===== src/verilog/ee_pkg.sv =====
// Shared constants and types for the lock and error-status read block
package ee_pkg;
  // ----------------------------------------------------------------
  // Widths
  // ----------------------------------------------------------------
  localparam int ADDR_W = 15;
  localparam int GRP_W = 13;
  localparam int DATA_W = 32;
  localparam int CHK_W = 6;
  localparam int CODE_W = 38;
  // ----------------------------------------------------------------
  // Device select codes (values arbitrary)
  // ----------------------------------------------------------------
  localparam logic [3:0] DEV_CODE_MEM = 4'hA;
  localparam logic [3:0] DEV_CODE_SPC = 4'hB;
  // ----------------------------------------------------------------
  // Word address fields
  // ----------------------------------------------------------------
  localparam int SEL_HI = 10;
  localparam int SEL_LO = 9;
  localparam int GRP_LSB = 2;
  localparam logic [1:0] SEL_SECT = 2'h0;
  localparam logic [1:0] SEL_LOCK = 2'h2;
  localparam logic [1:0] SEL_ECC = 2'h3;
  localparam logic [1:0] BYTE_FIRST = 2'h0;
  localparam int LOCK_FLAG_POSITION = 1;
  // ----------------------------------------------------------------
  // Returned bytes and bit counter
  // ----------------------------------------------------------------
  localparam logic [7:0] ECC_BYTE_ERR = 8'hFF;
  localparam logic [7:0] ECC_BYTE_OK = 8'h00;
  localparam logic [7:0] BYTE_IDLE = 8'hFF;
  localparam logic [7:0] BYTE_ZERO = 8'h00;
  localparam logic [3:0] BIT_LAST = 4'h7;
  localparam logic [3:0] BIT_ACK = 4'h8;
  localparam logic [3:0] BIT_ONE = 4'h1;
  localparam logic [3:0] BIT_ZERO = 4'h0;
  localparam logic [14:0] ADDR_ONE = 15'h0001;
  // ----------------------------------------------------------------
  // Types
  // ----------------------------------------------------------------
  typedef enum logic [2:0] {
    ST_IDLE, ST_DEVA, ST_ADDRH, ST_ADDRL, ST_WDATA, ST_RDATA, ST_HOLD
  } ee_st_e;
  typedef enum logic [1:0] {RM_MEM, RM_LOCK, RM_ECC, RM_NONE} ee_rm_e;
endpackage

===== src/verilog/ee_ecc.sv =====
// Single-bit corrector for one four-byte group
`timescale 1ns/10ps
module ee_ecc
  import ee_pkg::*;
(
  // Stored group: check bits above data bits
  input wire logic [CODE_W-1:0] code_i,
  // Corrected group
  output logic [DATA_W-1:0] data_o,
  output logic err_o
);
  // Hamming position of data bit j, skipping powers of two
  function automatic logic [CHK_W-1:0] pos_of(input int j);
    int c;
    begin
      pos_of = '0;
      c = 0;
      for (int p = 3; p < 64; p++) begin
        if ((p & (p - 1)) != 0) begin
          if (c == j) begin
            pos_of = p[CHK_W-1:0];
          end
          c = c + 1;
        end
      end
    end
  endfunction

  logic [CHK_W-1:0] syn;

  // ----------------------------------------------------------------
  // Syndrome and correction
  // ----------------------------------------------------------------
  // RQ14 group-wide check
  always_comb begin
    syn = code_i[CODE_W-1:DATA_W];
    for (int j = 0; j < DATA_W; j++) begin
      if (code_i[j]) begin
        syn = syn ^ pos_of(j);
      end
    end
  end

  // RQ15 flip faulty bit
  always_comb begin
    for (int j = 0; j < DATA_W; j++) begin
      data_o[j] = code_i[j] ^ (syn == pos_of(j));
    end
    err_o = (syn != '0);
  end
endmodule


===== src/verilog/ee_line.sv =====
// Two-wire line synchroniser with edge, start and stop detection
`timescale 1ns/10ps
module ee_line
  import ee_pkg::*;
(
  // Clock and reset
  input wire logic clk,
  input wire logic rstn,
  // Raw pins
  input wire logic scl_i,
  input wire logic sda_i,
  // Conditioned events
  output logic scl_rise,
  output logic scl_fall,
  output logic start_ev,
  output logic stop_ev,
  output logic sda_lvl
);
  // ----------------------------------------------------------------
  // Synchroniser, third stage feeds edge, start and stop detection only
  // ----------------------------------------------------------------
  logic [2:0] scl_q, scl_d;
  logic [2:0] sda_q, sda_d;

  always_comb begin
    scl_d = {scl_q[1:0], scl_i};
    sda_d = {sda_q[1:0], sda_i};
  end

  always_ff @(posedge clk or negedge rstn) begin
    if (!rstn) begin
      scl_q <= 3'h7;
      sda_q <= 3'h7;
    end else begin
      scl_q <= scl_d;
      sda_q <= sda_d;
    end
  end

  always_comb begin
    scl_rise = scl_q[1] && !scl_q[2];
    scl_fall = !scl_q[1] && scl_q[2];
    start_ev = scl_q[1] && scl_q[2] && sda_q[2] && !sda_q[1];
    stop_ev = scl_q[1] && scl_q[2] && !sda_q[2] && sda_q[1];
    sda_lvl = sda_q[1];
  end
endmodule


===== src/verilog/ee_lock_ecc_rd.sv =====
// Two-wire slave for lock status, error status and group reads
// Behaviour
// RQ1 - Probe write acked only when sector unlocked
// RQ2 - Controller ends probe with Start then Stop
// RQ3 - Start mid-command discards the partial command
// RQ4 - Stop returns the slave to standby
// RQ5 - Select 10b in dummy write picks lock status
// RQ6 - Lock state returned in bit one
// RQ7 - Status byte repeats on every controller ack
// RQ8 - One volatile error flag for last read
// RQ9 - Select 11b in dummy write picks error status
// RQ10 - Error status byte is FFh or 00h
// RQ11 - Error flag cleared when status read ends
// RQ12 - Controller alternates group reads with status reads
// RQ13 - Corrections never signalled on the link
// RQ14 - Correction works on aligned four-byte groups
// RQ15 - Single wrong bit returned corrected
// RQ16 - Locked sector write data not acknowledged
// RQ17 - Random read uses address-only write first
// RQ18 - Flag reports the most recently read group; a read that starts mid-group keeps the old flag ORed in
`timescale 1ns/10ps
module ee_lock_ecc_rd
  import ee_pkg::*;
(
  // Clock and reset
  input wire logic clk,
  input wire logic rstn,
  // Two-wire pins
  input wire logic scl_i,
  input wire logic sda_i,
  output logic sda_o,
  output logic sda_oe_n,
  // Address straps
  input wire logic [2:0] addr_pin_i,
  // Nonvolatile state
  input wire logic lock_i,
  // Array read port
  output logic mem_rd,
  output logic [GRP_W-1:0] mem_grp,
  input wire logic [CODE_W-1:0] mem_code_i,
  // Status
  output logic ecc_error_flag
);
  // ----------------------------------------------------------------
  // Line conditioning and correction
  // ----------------------------------------------------------------
  logic scl_rise, scl_fall, start_ev, stop_ev, sda_lvl;
  logic [DATA_W-1:0] fix_data;
  logic fix_err;

  ee_line u_line (
    .clk(clk),
    .rstn(rstn),
    .scl_i(scl_i),
    .sda_i(sda_i),
    .scl_rise(scl_rise),
    .scl_fall(scl_fall),
    .start_ev(start_ev),
    .stop_ev(stop_ev),
    .sda_lvl(sda_lvl)
  );

  ee_ecc u_ecc (
    .code_i(mem_code_i),
    .data_o(fix_data),
    .err_o(fix_err)
  );

  // ----------------------------------------------------------------
  // State
  // ----------------------------------------------------------------
  ee_st_e st_q, st_d;
  logic [3:0] bit_q, bit_d;
  logic [7:0] sh_q, sh_d;
  logic [7:0] tx_q, tx_d;
  logic drv_n_q, drv_n_d;
  logic [ADDR_W-1:0] addr_q, addr_d;
  logic spc_q, spc_d;
  logic rnw_q, rnw_d;
  logic ecc_q, ecc_d;
  logic ecc_rd_q, ecc_rd_d;
  logic mrd_q, mrd_d;
  logic [GRP_W-1:0] grp_q, grp_d;
  logic [DATA_W-1:0] cw_q, cw_d;
  logic cerr_q, cerr_d;
  logic [2:0] ap1_q, ap2_q, ap1_d, ap2_d;
  ee_rm_e rm;
  logic [7:0] byte_v;
  logic ld, lock_probe;

  // ----------------------------------------------------------------
  // Read mode and outgoing byte
  // ----------------------------------------------------------------
  // RQ5 RQ9 select decode
  always_comb begin
    if (!spc_q) begin
      rm = RM_MEM;
    end else begin
      unique case (addr_q[SEL_HI:SEL_LO])
        SEL_LOCK: rm = RM_LOCK;
        SEL_ECC: rm = RM_ECC;
        default: rm = RM_NONE;
      endcase
    end
  end

  always_comb begin
    unique case (rm)
      // RQ13 only corrected data leaves
      RM_MEM: byte_v = cw_q[addr_q[1:0]*8 +: 8];
      // RQ6 lock in bit one
      RM_LOCK: begin
        byte_v = BYTE_ZERO;
        byte_v[LOCK_FLAG_POSITION] = lock_i;
      end
      // RQ10 whole byte
      RM_ECC: byte_v = ecc_q ? ECC_BYTE_ERR : ECC_BYTE_OK;
      RM_NONE: byte_v = BYTE_IDLE;
    endcase
  end

  // Sector data writes are refused while locked
  assign lock_probe = spc_q && (addr_q[SEL_HI:SEL_LO] == SEL_SECT) && lock_i;
  assign ld = scl_fall && !start_ev && !stop_ev && (bit_q == BIT_ACK) &&
    ((st_q == ST_RDATA) || (st_q == ST_DEVA && rnw_q));

  // ----------------------------------------------------------------
  // Next state
  // ----------------------------------------------------------------
  always_comb begin
    st_d = st_q;
    bit_d = bit_q;
    sh_d = sh_q;
    tx_d = tx_q;
    drv_n_d = drv_n_q;
    addr_d = addr_q;
    spc_d = spc_q;
    rnw_d = rnw_q;
    ecc_d = ecc_q;
    ecc_rd_d = ecc_rd_q;
    mrd_d = 1'b0;
    grp_d = grp_q;
    cw_d = cw_q;
    cerr_d = cerr_q;
    ap1_d = addr_pin_i;
    ap2_d = ap1_q;
    if (mrd_q) begin
      cw_d = fix_data;
      cerr_d = fix_err;
    end
    if (start_ev || stop_ev) begin
      // RQ3 restart discards command
      st_d = start_ev ? ST_DEVA : ST_IDLE;
      // All ones, so the SCL fall that closes a Start wraps it to zero uncounted
      bit_d = start_ev ? ~BIT_ZERO : BIT_ZERO;
      // RQ4 release to standby
      drv_n_d = 1'b1;
      // RQ11 clear at end of status read
      if (ecc_rd_q) begin
        ecc_d = 1'b0;
        ecc_rd_d = 1'b0;
      end
    end else if (st_q != ST_IDLE && st_q != ST_HOLD) begin
      if (scl_rise) begin
        if (bit_q != BIT_ACK) begin
          sh_d = {sh_q[6:0], sda_lvl};
        end else if (st_q == ST_RDATA && sda_lvl) begin
          // RQ7 nack ends the read
          st_d = ST_HOLD;
        end
      end else if (scl_fall) begin
        if (bit_q == BIT_LAST) begin
          bit_d = BIT_ACK;
          drv_n_d = 1'b0;
          unique case (st_q)
            ST_DEVA: begin
              if ((sh_q[7:4] == DEV_CODE_MEM || sh_q[7:4] == DEV_CODE_SPC) &&
                  sh_q[3:1] == ap2_q) begin
                spc_d = (sh_q[7:4] == DEV_CODE_SPC);
                rnw_d = sh_q[0];
                mrd_d = sh_q[0];
                grp_d = addr_q[ADDR_W-1:GRP_LSB];
              end else begin
                st_d = ST_HOLD;
                drv_n_d = 1'b1;
              end
            end
            ST_ADDRH: addr_d[ADDR_W-1:8] = sh_q[ADDR_W-9:0];
            ST_ADDRL: addr_d[7:0] = sh_q;
            // RQ1 RQ16 probe answer
            ST_WDATA: drv_n_d = lock_probe;
            ST_RDATA: begin
              drv_n_d = 1'b1;
              mrd_d = 1'b1;
              grp_d = addr_q[ADDR_W-1:GRP_LSB];
            end
            default: drv_n_d = 1'b1;
          endcase
        end else if (bit_q == BIT_ACK) begin
          bit_d = BIT_ZERO;
          drv_n_d = 1'b1;
          unique case (st_q)
            ST_DEVA: st_d = rnw_q ? ST_RDATA : ST_ADDRH;
            ST_ADDRH: st_d = ST_ADDRL;
            ST_ADDRL: st_d = ST_WDATA;
            default: st_d = st_q;
          endcase
          if (ld) begin
            st_d = ST_RDATA;
            tx_d = byte_v;
            drv_n_d = byte_v[7];
            // RQ7 status bytes repeat
            if (rm == RM_MEM) begin
              addr_d = addr_q + ADDR_ONE;
              // RQ8 RQ18 flag follows group read
              if (addr_q[1:0] == BYTE_FIRST) begin
                ecc_d = cerr_q;
              end else begin
                ecc_d = ecc_q || cerr_q;
              end
            end else if (rm == RM_ECC) begin
              ecc_rd_d = 1'b1;
            end
          end
        end else begin
          bit_d = bit_q + BIT_ONE;
          if (st_q == ST_RDATA) begin
            tx_d = {tx_q[6:0], 1'b0};
            drv_n_d = tx_q[6];
          end
        end
      end
    end
  end

  always_ff @(posedge clk or negedge rstn) begin
    if (!rstn) begin
      st_q <= ST_IDLE;
      bit_q <= BIT_ZERO;
      sh_q <= BYTE_ZERO;
      tx_q <= BYTE_ZERO;
      drv_n_q <= 1'b1;
      addr_q <= '0;
      spc_q <= 1'b0;
      rnw_q <= 1'b0;
      ecc_q <= 1'b0;
      ecc_rd_q <= 1'b0;
      mrd_q <= 1'b0;
      grp_q <= '0;
      cw_q <= '0;
      cerr_q <= 1'b0;
      ap1_q <= 3'h0;
      ap2_q <= 3'h0;
    end else begin
      st_q <= st_d;
      bit_q <= bit_d;
      sh_q <= sh_d;
      tx_q <= tx_d;
      drv_n_q <= drv_n_d;
      addr_q <= addr_d;
      spc_q <= spc_d;
      rnw_q <= rnw_d;
      ecc_q <= ecc_d;
      ecc_rd_q <= ecc_rd_d;
      mrd_q <= mrd_d;
      grp_q <= grp_d;
      cw_q <= cw_d;
      cerr_q <= cerr_d;
      ap1_q <= ap1_d;
      ap2_q <= ap2_d;
    end
  end

  // Open drain: the pad only ever pulls low
  assign sda_o = 1'b0;
  assign sda_oe_n = drv_n_q;
  assign mem_rd = mrd_q;
  assign mem_grp = grp_q;
  assign ecc_error_flag = ecc_q;
endmodule


===== config.mk =====
export PLATFORM = sky130hd
export DESIGN_NAME = ee_lock_ecc_rd
export DESIGN_NICKNAME = d
export VERILOG_FILES = /design/src/verilog/ee_pkg.sv /design/src/verilog/ee_ecc.sv /design/src/verilog/ee_line.sv /design/src/verilog/ee_lock_ecc_rd.sv
export SDC_FILE = /design/constraint.sdc
export NUM_CORES = 1
export LEC_CHECK = 0
export BUFFER_PORTS_ARGS = -buffer_cell sky130_fd_sc_hd__buf_2
export CAP_MARGIN = 20
export CORE_MARGIN = 2
export CORE_UTILIZATION = 35
export CTS_CLUSTER_SIZE = 25
export DETAILED_ROUTE_END_ITERATION = 8
export GPL_TIMING_DRIVEN = 0
export PLACE_DENSITY = 0.55
export SLEW_MARGIN = 10
export SYNTH_ARGS = -nofsm -noshare
export SYNTH_HDL_FRONTEND = slang
export SYNTH_SLANG_ARGS = --single-unit

===== constraint.sdc =====
create_clock -name clk -period 2.35 [get_ports clk]
set_input_delay 0.47 -clock clk [delete_from_list [all_inputs] [get_ports clk]]
set_output_delay 0.47 -clock clk [all_outputs]
set_load 0.05 [all_outputs]

==> results of run 1 <==
-- registers in the layout (all words and copies together) (netlist names) --
register        count
addr_q             15
ap1_q               3
ap2_q               3
bit_q               4
cerr_q              1
cw_q               32
ecc_error_flag      1
ecc_rd_q            1
mem_grp            13
mem_rd              1
rnw_q               1
sda_oe_n            1
sh_q                8
spc_q               1
st_q                3
tx_q                7
u_line.scl_q        3
u_line.sda_q        3
-- repair_timing --
item	4_1_cts	5_1_grt
hold endpoints to repair	0	0
pin swaps	38	29
endpoints found under the setup margin	76	73
resized for setup	79	67
setup buffers	24	13
cloned	1	0
-- layout make-up --
cell class	count	share of cell area (%)
Multi-Input combinational cell	463	49.1
Sequential cell	101	31.3
Timing Repair Buffer	100	9.54
Tap cell	225	3.48
Clock buffer	11	2.88
Buffer	30	2.16
Clock inverter	5	0.819
Inverter	15	0.696
-- worst max-delay path by stage --
stage	startpoint	end	slack (ps)	cells after the start
floorplan	mem_code_i[28]	cw_q[19]	-160	7
global placement	mem_code_i[15]	cw_q[8]	-670	9
detailed placement	mem_code_i[22]	cw_q[7]	-690	9
CTS	mem_code_i[24]	cw_q[8]	-70	8
global route	mem_code_i[1]	cw_q[8]	-170	9
finish	mem_code_i[1]	cw_q[29]	-110	8
-- cells in the final DEF, fill, tap and decap left out, types with 8 or more instances in the layout --
cell	netlist	routed
a21oi_1	43	38
a31oi_1	15	14
buf_2	0	49
buf_4	1	33
buf_6	0	16
clkbuf_1	29	20
clkbuf_16	0	9
dfrtp_1	94	94
inv_1	14	14
mux2_2	22	22
mux4_2	8	8
nand2_1	41	39
nand2b_1	23	23
nand3_1	20	20
nor2_1	46	42
o211ai_1	23	23
o21ai_0	27	25
or4b_1	8	8
xnor2_1	27	15
xnor2_2	4	11
xnor3_2	3	8
xor2_1	19	16
-- critical path, cell delays in order --
cell and delay [ps]:
buf_12 100, xnor3_1 350, xnor3_2 500, xor2_4 250, and3_4 230, o21ai_2 90, or4_1 530, a31oi_1 210
-- kinds of logic (layout without fill, tap and decap cells) --
group / Yosys count / after routing / synth area share, %
compound gates: 160 / 160 / 16.9
xor+xnor: 65 / 65 / 13.3
fa+ha+maj: 8 / 8 / 1.61
buf+inv: 46 / 161 / 2.84
flops: 101 / 101 / 40.9
mux: 32 / 32 / 7.22
other cells: 1 / 1 / 0.0604
simple gates: 197 / 197 / 17.2
-- cell usage after synthesis, types with 3 or more instances --
cell,count,area share (%)
or4b_1,8,1.3
inv_1,14,0.85
nand4_1,3,0.30
o21ai_1,3,0.24
o311ai_0,7,0.99
nand3_1,20,1.6
nor3_1,5,0.40
dfrtp_1,94,38
nand2_1,41,2.5
xnor2_2,4,1.0
o32a_1,4,0.65
nand2b_1,23,2.3
o21ai_0,27,2.2
xnor3_1,6,2.2
and2_1,3,0.30
mux4_2,8,2.9
and3_1,9,0.91
nor2b_1,4,0.40
or3_1,7,0.71
o2111ai_1,3,0.42
nor3b_1,3,0.36
a31oi_1,15,1.5
xnor3_2,3,1.1
a21oi_1,43,3.5
o22ai_1,5,0.50
nand3b_1,5,0.61
o211ai_1,23,2.8
dfstp_2,7,3.0
clkbuf_1,29,1.8
mux2_2,22,4.0
xor2_1,19,2.7
nor2_1,46,2.8
a21o_1,3,0.36
nand3_2,7,1.1
ha_1,8,1.6
o22a_1,7,0.99
nor4_1,4,0.40
xnor2_1,27,3.8
-- metal layers --
layer | routed length (um) | global-route usage, %
met2 | 8660 | 32.0
met1 | 7780 | 26.2
met4 | 554 | 8.93
met5 | 0 | 0
met3 | 1030 | 3.22
-- power groups by stage --
stage          clock (mW)  combinational (mW)  sequential, mW
2_1_floorplan           0                1.68            2.13
3_3_place_gp            0                2.24            2.16
3_5_place_dp            0                2.28            2.17
4_1_cts              1.58                2.96            2.14
5_1_grt              1.65                3.60            2.17
6_report             1.55                3.39            2.14
-- through the flow --
step / cell area, um2 / total power [mW] / hold WS [ps] / cells
6_report: 8090 / 7.08 / 29.3 / 950
3_5_place_dp: 6890 / 4.45 / 345 / 897
5_1_grt: 8090 / 7.41 / 57.7 / 950
3_3_place_gp: 6850 / 4.40 / 343 / 896
4_1_cts: 7770 / 6.67 / 41.0 / 937
2_1_floorplan: 6260 / 3.81 / 174 / 610
==> impl_metrics.yaml, run 1 <==
status:
  status: "finished, violations left"
  violations: "negative setup slack"
clocking:
  cts_root_buf: "clkbuf_16"
  clk_latency_ps: 350
  cts.sinks: 101
  clockBufferDepth: 2
  cts.hold.buffers_added: 0
  cts_buffers: 9
  cts_tree: "yes"
  htreeDepth: 3
  clk_pin_slew_worst_paths_ps: 80
setup_path:
  arrival_ps: 2730
  setup.worst_path.class: "in2reg"
  path_max_fanout: 6
  r2r_start: "u_line.scl_q[2]"
  critPathLaunchType: "input pin"
  crit_required_ps: 2620
  r2r_slack_ps: 60
  reg2reg_to: "addr_q[3]"
  r2r_cells: 8
  endpoint_kind: "flop"
sta:
  setup_tns_ps: -508
  grt_setup_unrepaired: "true"
  drv_slew: 0
  skew_ps: 13.6
  fmax_mhz: 407
  finalCritPeriodShare_pct: 105
  setup-violations-final: 13
  worst_slack_ps: -107
  hold_viol: 0
  relSlewSlack_pct: 54.4
  worstMarginPinSlew_ps: 684
  period_needed_ps: 2460
synth:
  synthFlopType: "dfrtp_1"
  synth.net_count: 664
  synth_area_um2: 6200
  synth_cell_types: 66
  synth_seq_cells: 101
  yosys_warnings: 0
  synth_edf_count: 0
  synthArstFlopShare_pct: 100
  synth_cells: 610
  syn_area_per_cell_um2: 10.2
  yosysSeqAreaShare_pct: 40.9
global_route:
  antenna_found_initial: 0
  grt-ovfl-total: 0
  grt_pass1_wl_mm: 28.4
  grt_start_max_net_pins: 61
  grtUsageTotal_pct: 19.8
  grt_pass1_vias: 5200
flow_run:
  cap_violations: 0
floorplan:
  initial_utilization_pct: 35.9
  die_h_um: 137
  core_um2: 17300
  pin_count: 63
  die_w_um: 137
  rows: 48
  die-area_um2: 18800
cells_and_area:
  n_antenna_cell: 0
  register_area_um2: 2540
  syn_to_final_growth_pct: 30.4
  post-route-util_pct: 46.8
  num-nets-final: 774
  multi_input_area_um2: 3970
  n_fill_cell: 1631
  drive_above_1_share_pct: 33.9
placement:
  pre_cts_ws_ps: -694
  place.gp.congestion: 0.866
  portBuffers: 61
  hpwlAfterDp_mm: 12.8
drt:
  drtPass1Iterations: 5
  avgRoutedWirePerCell_um: 19.0
  drc: 0
  via_per_inst: 5.60
  vias: 5320
  ant_nets: 0
  drt_iter0_markers: 496
  routed_wl_mm: 18.0
power:
  internal-power_mw: 4.28
  p_leak_nw: 3.39
  power_density_nw_per_um2: 875
  seqPwrFrac_pct: 30.3
  p_switching_mw: 2.81
  clockPowerShare_pct: 21.9
  comb_power_share_pct: 47.9
  ir_drop_v: 0.00103
  sw_frac_of_total_pct: 39.6
hold_path:
  min_path_type: "in2async"
No activity file was read; power rests on OpenSTA's default activity.
==> run 2, diff against run 1 <==
- CELL_PAD_IN_SITES_DETAIL_PLACEMENT: not set -> 0
- CELL_PAD_IN_SITES_GLOBAL_PLACEMENT: not set -> 1
- PLACE_DENSITY: 0.55 -> 0.66
==> run 2 against run 1 <==
  * The flow still finishes with violations (negative setup slack)
  * Sequential power about the same
  * First-iteration DRC count fell by 30%
  * Via count is 2.0% lower
  * Final cell count is 0.11% higher
==> impl_metrics.yaml, run 2 (synthesis results as in run 1) <==
status:
  status: "finished, violations left"
  violations: "negative setup slack"
cells_and_area:
  drive_above_1_share_pct: 36.2
  postLayoutCellArea_um2: 8240
  n_antenna_cell: 0
  syn_to_final_growth_pct: 32.7
  num-nets-final: 775
  final_common_cell: "dfrtp_1"
  top_register: "cw_q"
  largest_reg_flops: 32
  final_cell_mix: "dfrtp_1, buf_2, nor2_1"
floorplan:
  core_um2: 17300
  rows: 48
  die-area_um2: 18800
  die_h_um: 137
  initial_utilization_pct: 35.9
  die_w_um: 137
  pin_count: 63
global_route:
  grt_pass1_vias: 4982
  grt-ovfl-total: 0
  grt_start_max_net_pins: 59
  antenna_found_initial: 0
  grtUsageTotal_pct: 19.4
  grt_pass1_wl_mm: 27.7
sta:
  relSlewSlack_pct: 56.1
  drv_slew: 0
  hold_viol: 0
  period_needed_ps: 2380
  setup-violations-final: 4
  skew_ps: 6.47
  worst_slack_ps: -29.1
  grt_setup_unrepaired: "true"
  worstMarginPinSlew_ps: 658
  fmax_mhz: 420
  holdWs_ps: 33.6
  finalCritPeriodShare_pct: 101
power:
  ir_drop_v: 0.000856
  internal-power_mw: 4.51
  p_switching_mw: 2.81
  power_density_nw_per_um2: 889
  seqPwrFrac_pct: 29.4
  comb_power_share_pct: 49.8
  p_leak_nw: 3.43
  finalPower_mw: 7.32
  sw_frac_of_total_pct: 38.5
  clockPowerShare_pct: 20.9
placement:
  portBuffers: 61
  hpwlAfterDp_mm: 13.0
  placed_cell_area_um2: 6890
  pre_cts_ws_ps: -749
  place.gp.congestion: 0.870
clocking:
  clockBufferDepth: 2
  htreeDepth: 3
  cts_root_buf: "clkbuf_16"
  cts.sinks: 101
  cts_tree: "yes"
  cts_buffers: 9
  clk_pin_slew_worst_paths_ps: 70
  clk_latency_ps: 360
setup_path:
  critPathLaunchType: "input pin"
  setup.worst_path.class: "in2reg"
  startpoint: "mem_code_i[16]"
  endpoint_kind: "flop"
  path_max_fanout: 5
  r2r_start: "u_line.sda_q[1]"
  arrival_ps: 2650
  crit_required_ps: 2630
drt:
  routed_wl_mm: 17.7
  vias: 5214
  ant_nets: 0
  avgRoutedWirePerCell_um: 18.6
  drc: 0
  drt_iter0_markers: 345
  drtPass1Iterations: 5
  via_per_inst: 5.48
hold_path:
  min_path_type: "in2async"
flow_run:
  cap_violations: 0
-- run 2: changes by cell type in the layout (fill, tap and decap cells not counted), sizes merged --
cell / before / now
buf: 107 / 105
clkbuf: 34 / 37
clkinvlp: 1 / 2
inv: 16 / 15
-- run 2: routing by layer --
metal | up-vias | global-route usage (%) | routed length, um
met5 | - | 0 | 0
met4 | 0 | 7.79 | 383
met3 | 22 | 2.41 | 736
met2 | 140 | 32.8 | 8910
met1 | 2583 | 25.3 | 7710
li1 | 2469 | - | -
-- run 2: layout make-up --
type                    count  area (um2)
clock inverters             5        58.8
multi-input cells         463        4040
fillers                  1614        9060
flip-flops and latches    101        2540
plain buffers              31         185
well taps                 225         282
clock buffers              11         243
repair buffers            100         838
inverters                  15        56.3
-- run 2: what timing repair did --
action / in CTS / in global routing
setup endpoints to repair: 73 / 71
gates resized for setup: 86 / 85
hold buffers: 0 / 0
gates cloned: 2 / 2
buffers inserted: 24 / 10
pin swaps: 36 / 36
-- run 2: per-stage QoR --
| step | cells | utilization [%] | TNS, ps |
|---|---|---|---|
| 6_report | 951 | 47.6 | -64.6 |
| 5_1_grt | 951 | 47.6 | -1800 |
| 4_1_cts | 939 | 45.2 | -637 |
| 3_5_place_dp | 898 | 39.8 | -30930 |
| 3_3_place_gp | 896 | 39.6 | -59140 |
| 2_1_floorplan | 610 | - | -1570 |
-- run 2: final timing paths --
| check | slack [ps] | cells past startpoint | to |
|---|---|---|---|
| worst min register to register | 360 | 0 | u_line.sda_q[1] |
| min in group clk | 210 | 1 | u_line.sda_q[0] |
| worst min-delay path | 30 | 1 | st_q[0] |
| worst max-delay path | -30 | 9 | cw_q[29] |
| max in group asynchronous | 1680 | 2 | u_line.sda_q[1] |
| worst max register to register | 10 | 10 | addr_q[5] |
-- run 2: power groups by stage --
| stage | Clock [mW] | Sequential [mW] | Combinational [mW] |
|---|---|---|---|
| final | 1.53 | 2.15 | 3.64 |
| after global routing | 1.63 | 2.18 | 3.89 |
| after CTS | 1.56 | 2.14 | 3.03 |
| after detailed placement | 0 | 2.17 | 2.25 |
| after global placement | 0 | 2.16 | 2.21 |
| after floorplan | 0 | 2.13 | 1.68 |
-- run 2: worst max-delay path: stages --
cell     delay, ps
buf_8          100
xnor3_2        420
xnor3_2        320
xnor2_4        310
xnor2_4        100
buf_12         150
buf_8          120
or4_1          490
a31oi_1        170
==> run 3, diff against run 2 <==
- SKIP_LAST_GASP: not set -> 1
==> run 3 against run 2 <==
  * The run still ends with negative setup slack left
  * Maximum frequency down 1.5%
  * Wire length down 1.0%
  * Core utilization down 0.44 points
  * Sequential power about the same
  * Register-to-register slack about the same
  * Largest cell class unchanged
  * Total power down 1.7%
  * Clock skew about the same
  * Critical path depth down 1
  * Global-route usage about the same
  * Combinational power down 3%
==> impl_metrics.yaml, run 3 (synthesis results as in run 1) <==
drt:
  routed_wl_mm: 17.6
  vias: 5153
  drtPass1Iterations: 5
  via_per_inst: 5.42
  avgRoutedWirePerCell_um: 18.5
  ant_nets: 0
  drc: 0
  drt_iter0_markers: 319
sta:
  hold_viol: 0
  relSlewSlack_pct: 54.8
  worstMarginPinSlew_ps: 678
  drv_slew: 0
  skew_ps: 6.32
  period_needed_ps: 2420
  grt_setup_unrepaired: "true"
  fmax_mhz: 414
  holdWs_ps: 37.3
  worst_slack_ps: -66.4
  setup-violations-final: 8
  setup_tns_ps: -180
  finalCritPeriodShare_pct: 103
setup_path:
  r2r_slack_ps: 10
  crit_required_ps: 2640
  path_max_fanout: 4
  setup.worst_path.class: "in2reg"
  critPathLaunchType: "input pin"
  endpoint_kind: "flop"
  arrival_ps: 2710
cells_and_area:
  top_register: "cw_q"
  syn_to_final_growth_pct: 31.5
  postLayoutCellArea_um2: 8160
  register_area_um2: 2540
  multi_input_area_um2: 4010
  finalNonFillerCells: 950
  final_cell_mix: "dfrtp_1, buf_2, nor2_1"
  final_common_cell: "dfrtp_1"
  drive_above_1_share_pct: 35.6
  post-route-util_pct: 47.2
  n_fill_cell: 1611
  n_antenna_cell: 0
  largest_reg_flops: 32
  num-nets-final: 774
status:
  status: "finished, violations left"
  violations: "negative setup slack"
placement:
  pre_cts_ws_ps: -749
  place.gp.congestion: 0.870
  placed_cells: 898
  portBuffers: 61
  placed_cell_area_um2: 6890
  hpwlAfterDp_mm: 13.0
power:
  finalPower_mw: 7.19
  power_density_nw_per_um2: 882
  p_leak_nw: 3.40
  ir_drop_v: 0.000903
clocking:
  clk_latency_ps: 350
  clockBufferDepth: 2
  cts.sinks: 101
  clk_pin_slew_worst_paths_ps: 70
  cts.hold.buffers_added: 0
  cts_buffers: 9
  htreeDepth: 3
  cts_tree: "yes"
  cts_root_buf: "clkbuf_16"
global_route:
  grt-ovfl-total: 0
  grtUsageTotal_pct: 19.5
  grt_pass1_wl_mm: 27.7
  grt_start_max_net_pins: 59
  use_met1_pct: 25.5
  antenna_found_initial: 0
  grt_pass1_vias: 4986
  grt_use_met3_pct: 2.41
  grtUsageMet2_pct: 32.6
  busiest_layer: "met2"
floorplan:
  core_um2: 17300
  pin_count: 63
  rows: 48
  initial_utilization_pct: 35.9
  die_w_um: 137
  die-area_um2: 18800
  die_h_um: 137
hold_path:
  min_path_type: "in2async"
flow_run:
  cap_violations: 0
## run 3: cell count changes in the layout (fill, tap and decap cells not counted), moves of 2 or more
cell and delta:
buf_2 +5, buf_4 -4, buf_12 -2, buf_6 +2, buf_8 -2, nand2_1 +2
## run 3: critical path, cell delays in order
cell and delay [ps]:
buf_12 110, xnor2_2 140, xnor3_2 480, xnor3_2 490
nor2b_4 260, nand3_4 130, or4b_1 540, nand3_1 80
## run 3: layout make-up
cell class | count | area share (%)
clock inverter | 5 | 0.721
tap | 225 | 3.45
buffer | 31 | 2.27
timing repair buffer | 99 | 9.63
multi-input combinational | 463 | 49.2
sequential | 101 | 31.1
clock buffer | 11 | 2.97
inverter | 15 | 0.690
## run 3: where the power goes
part	total (mW)	internal [mW]	switching, mW
logic	3.52	1.67	1.85
clock network	1.53	0.858	0.674
registers	2.15	1.93	0.219
## run 3: path summary, 6_finish.rpt
check / from / to / cells past startpoint
max in group asynchronous: rstn / addr_q[7] / 2
hold / removal: rstn / st_q[0] / 1
min in group clk: sda_i / u_line.sda_q[0] / 1
hold reg to reg: ap1_q[0] / ap2_q[0] / 0
setup reg to reg: u_line.sda_q[1] / tx_q[0] / 10
setup / recovery: mem_code_i[24] / cw_q[4] / 8
## run 3: routing by layer
metal / share of wire [%] / up-vias / routed length [um]
met5: 0 / - / 0
li1: - / 2459 / -
met2: 50 / 134 / 8760
met1: 44 / 2536 / 7710
met4: 2.2 / 0 / 388
met3: 4.0 / 24 / 696
## run 3: repair_timing
item,in CTS,in global routing
gates cloned,2,1
pin swaps,35,39
setup endpoints to repair,73,71
resized for setup,80,66
buffers inserted,24,10
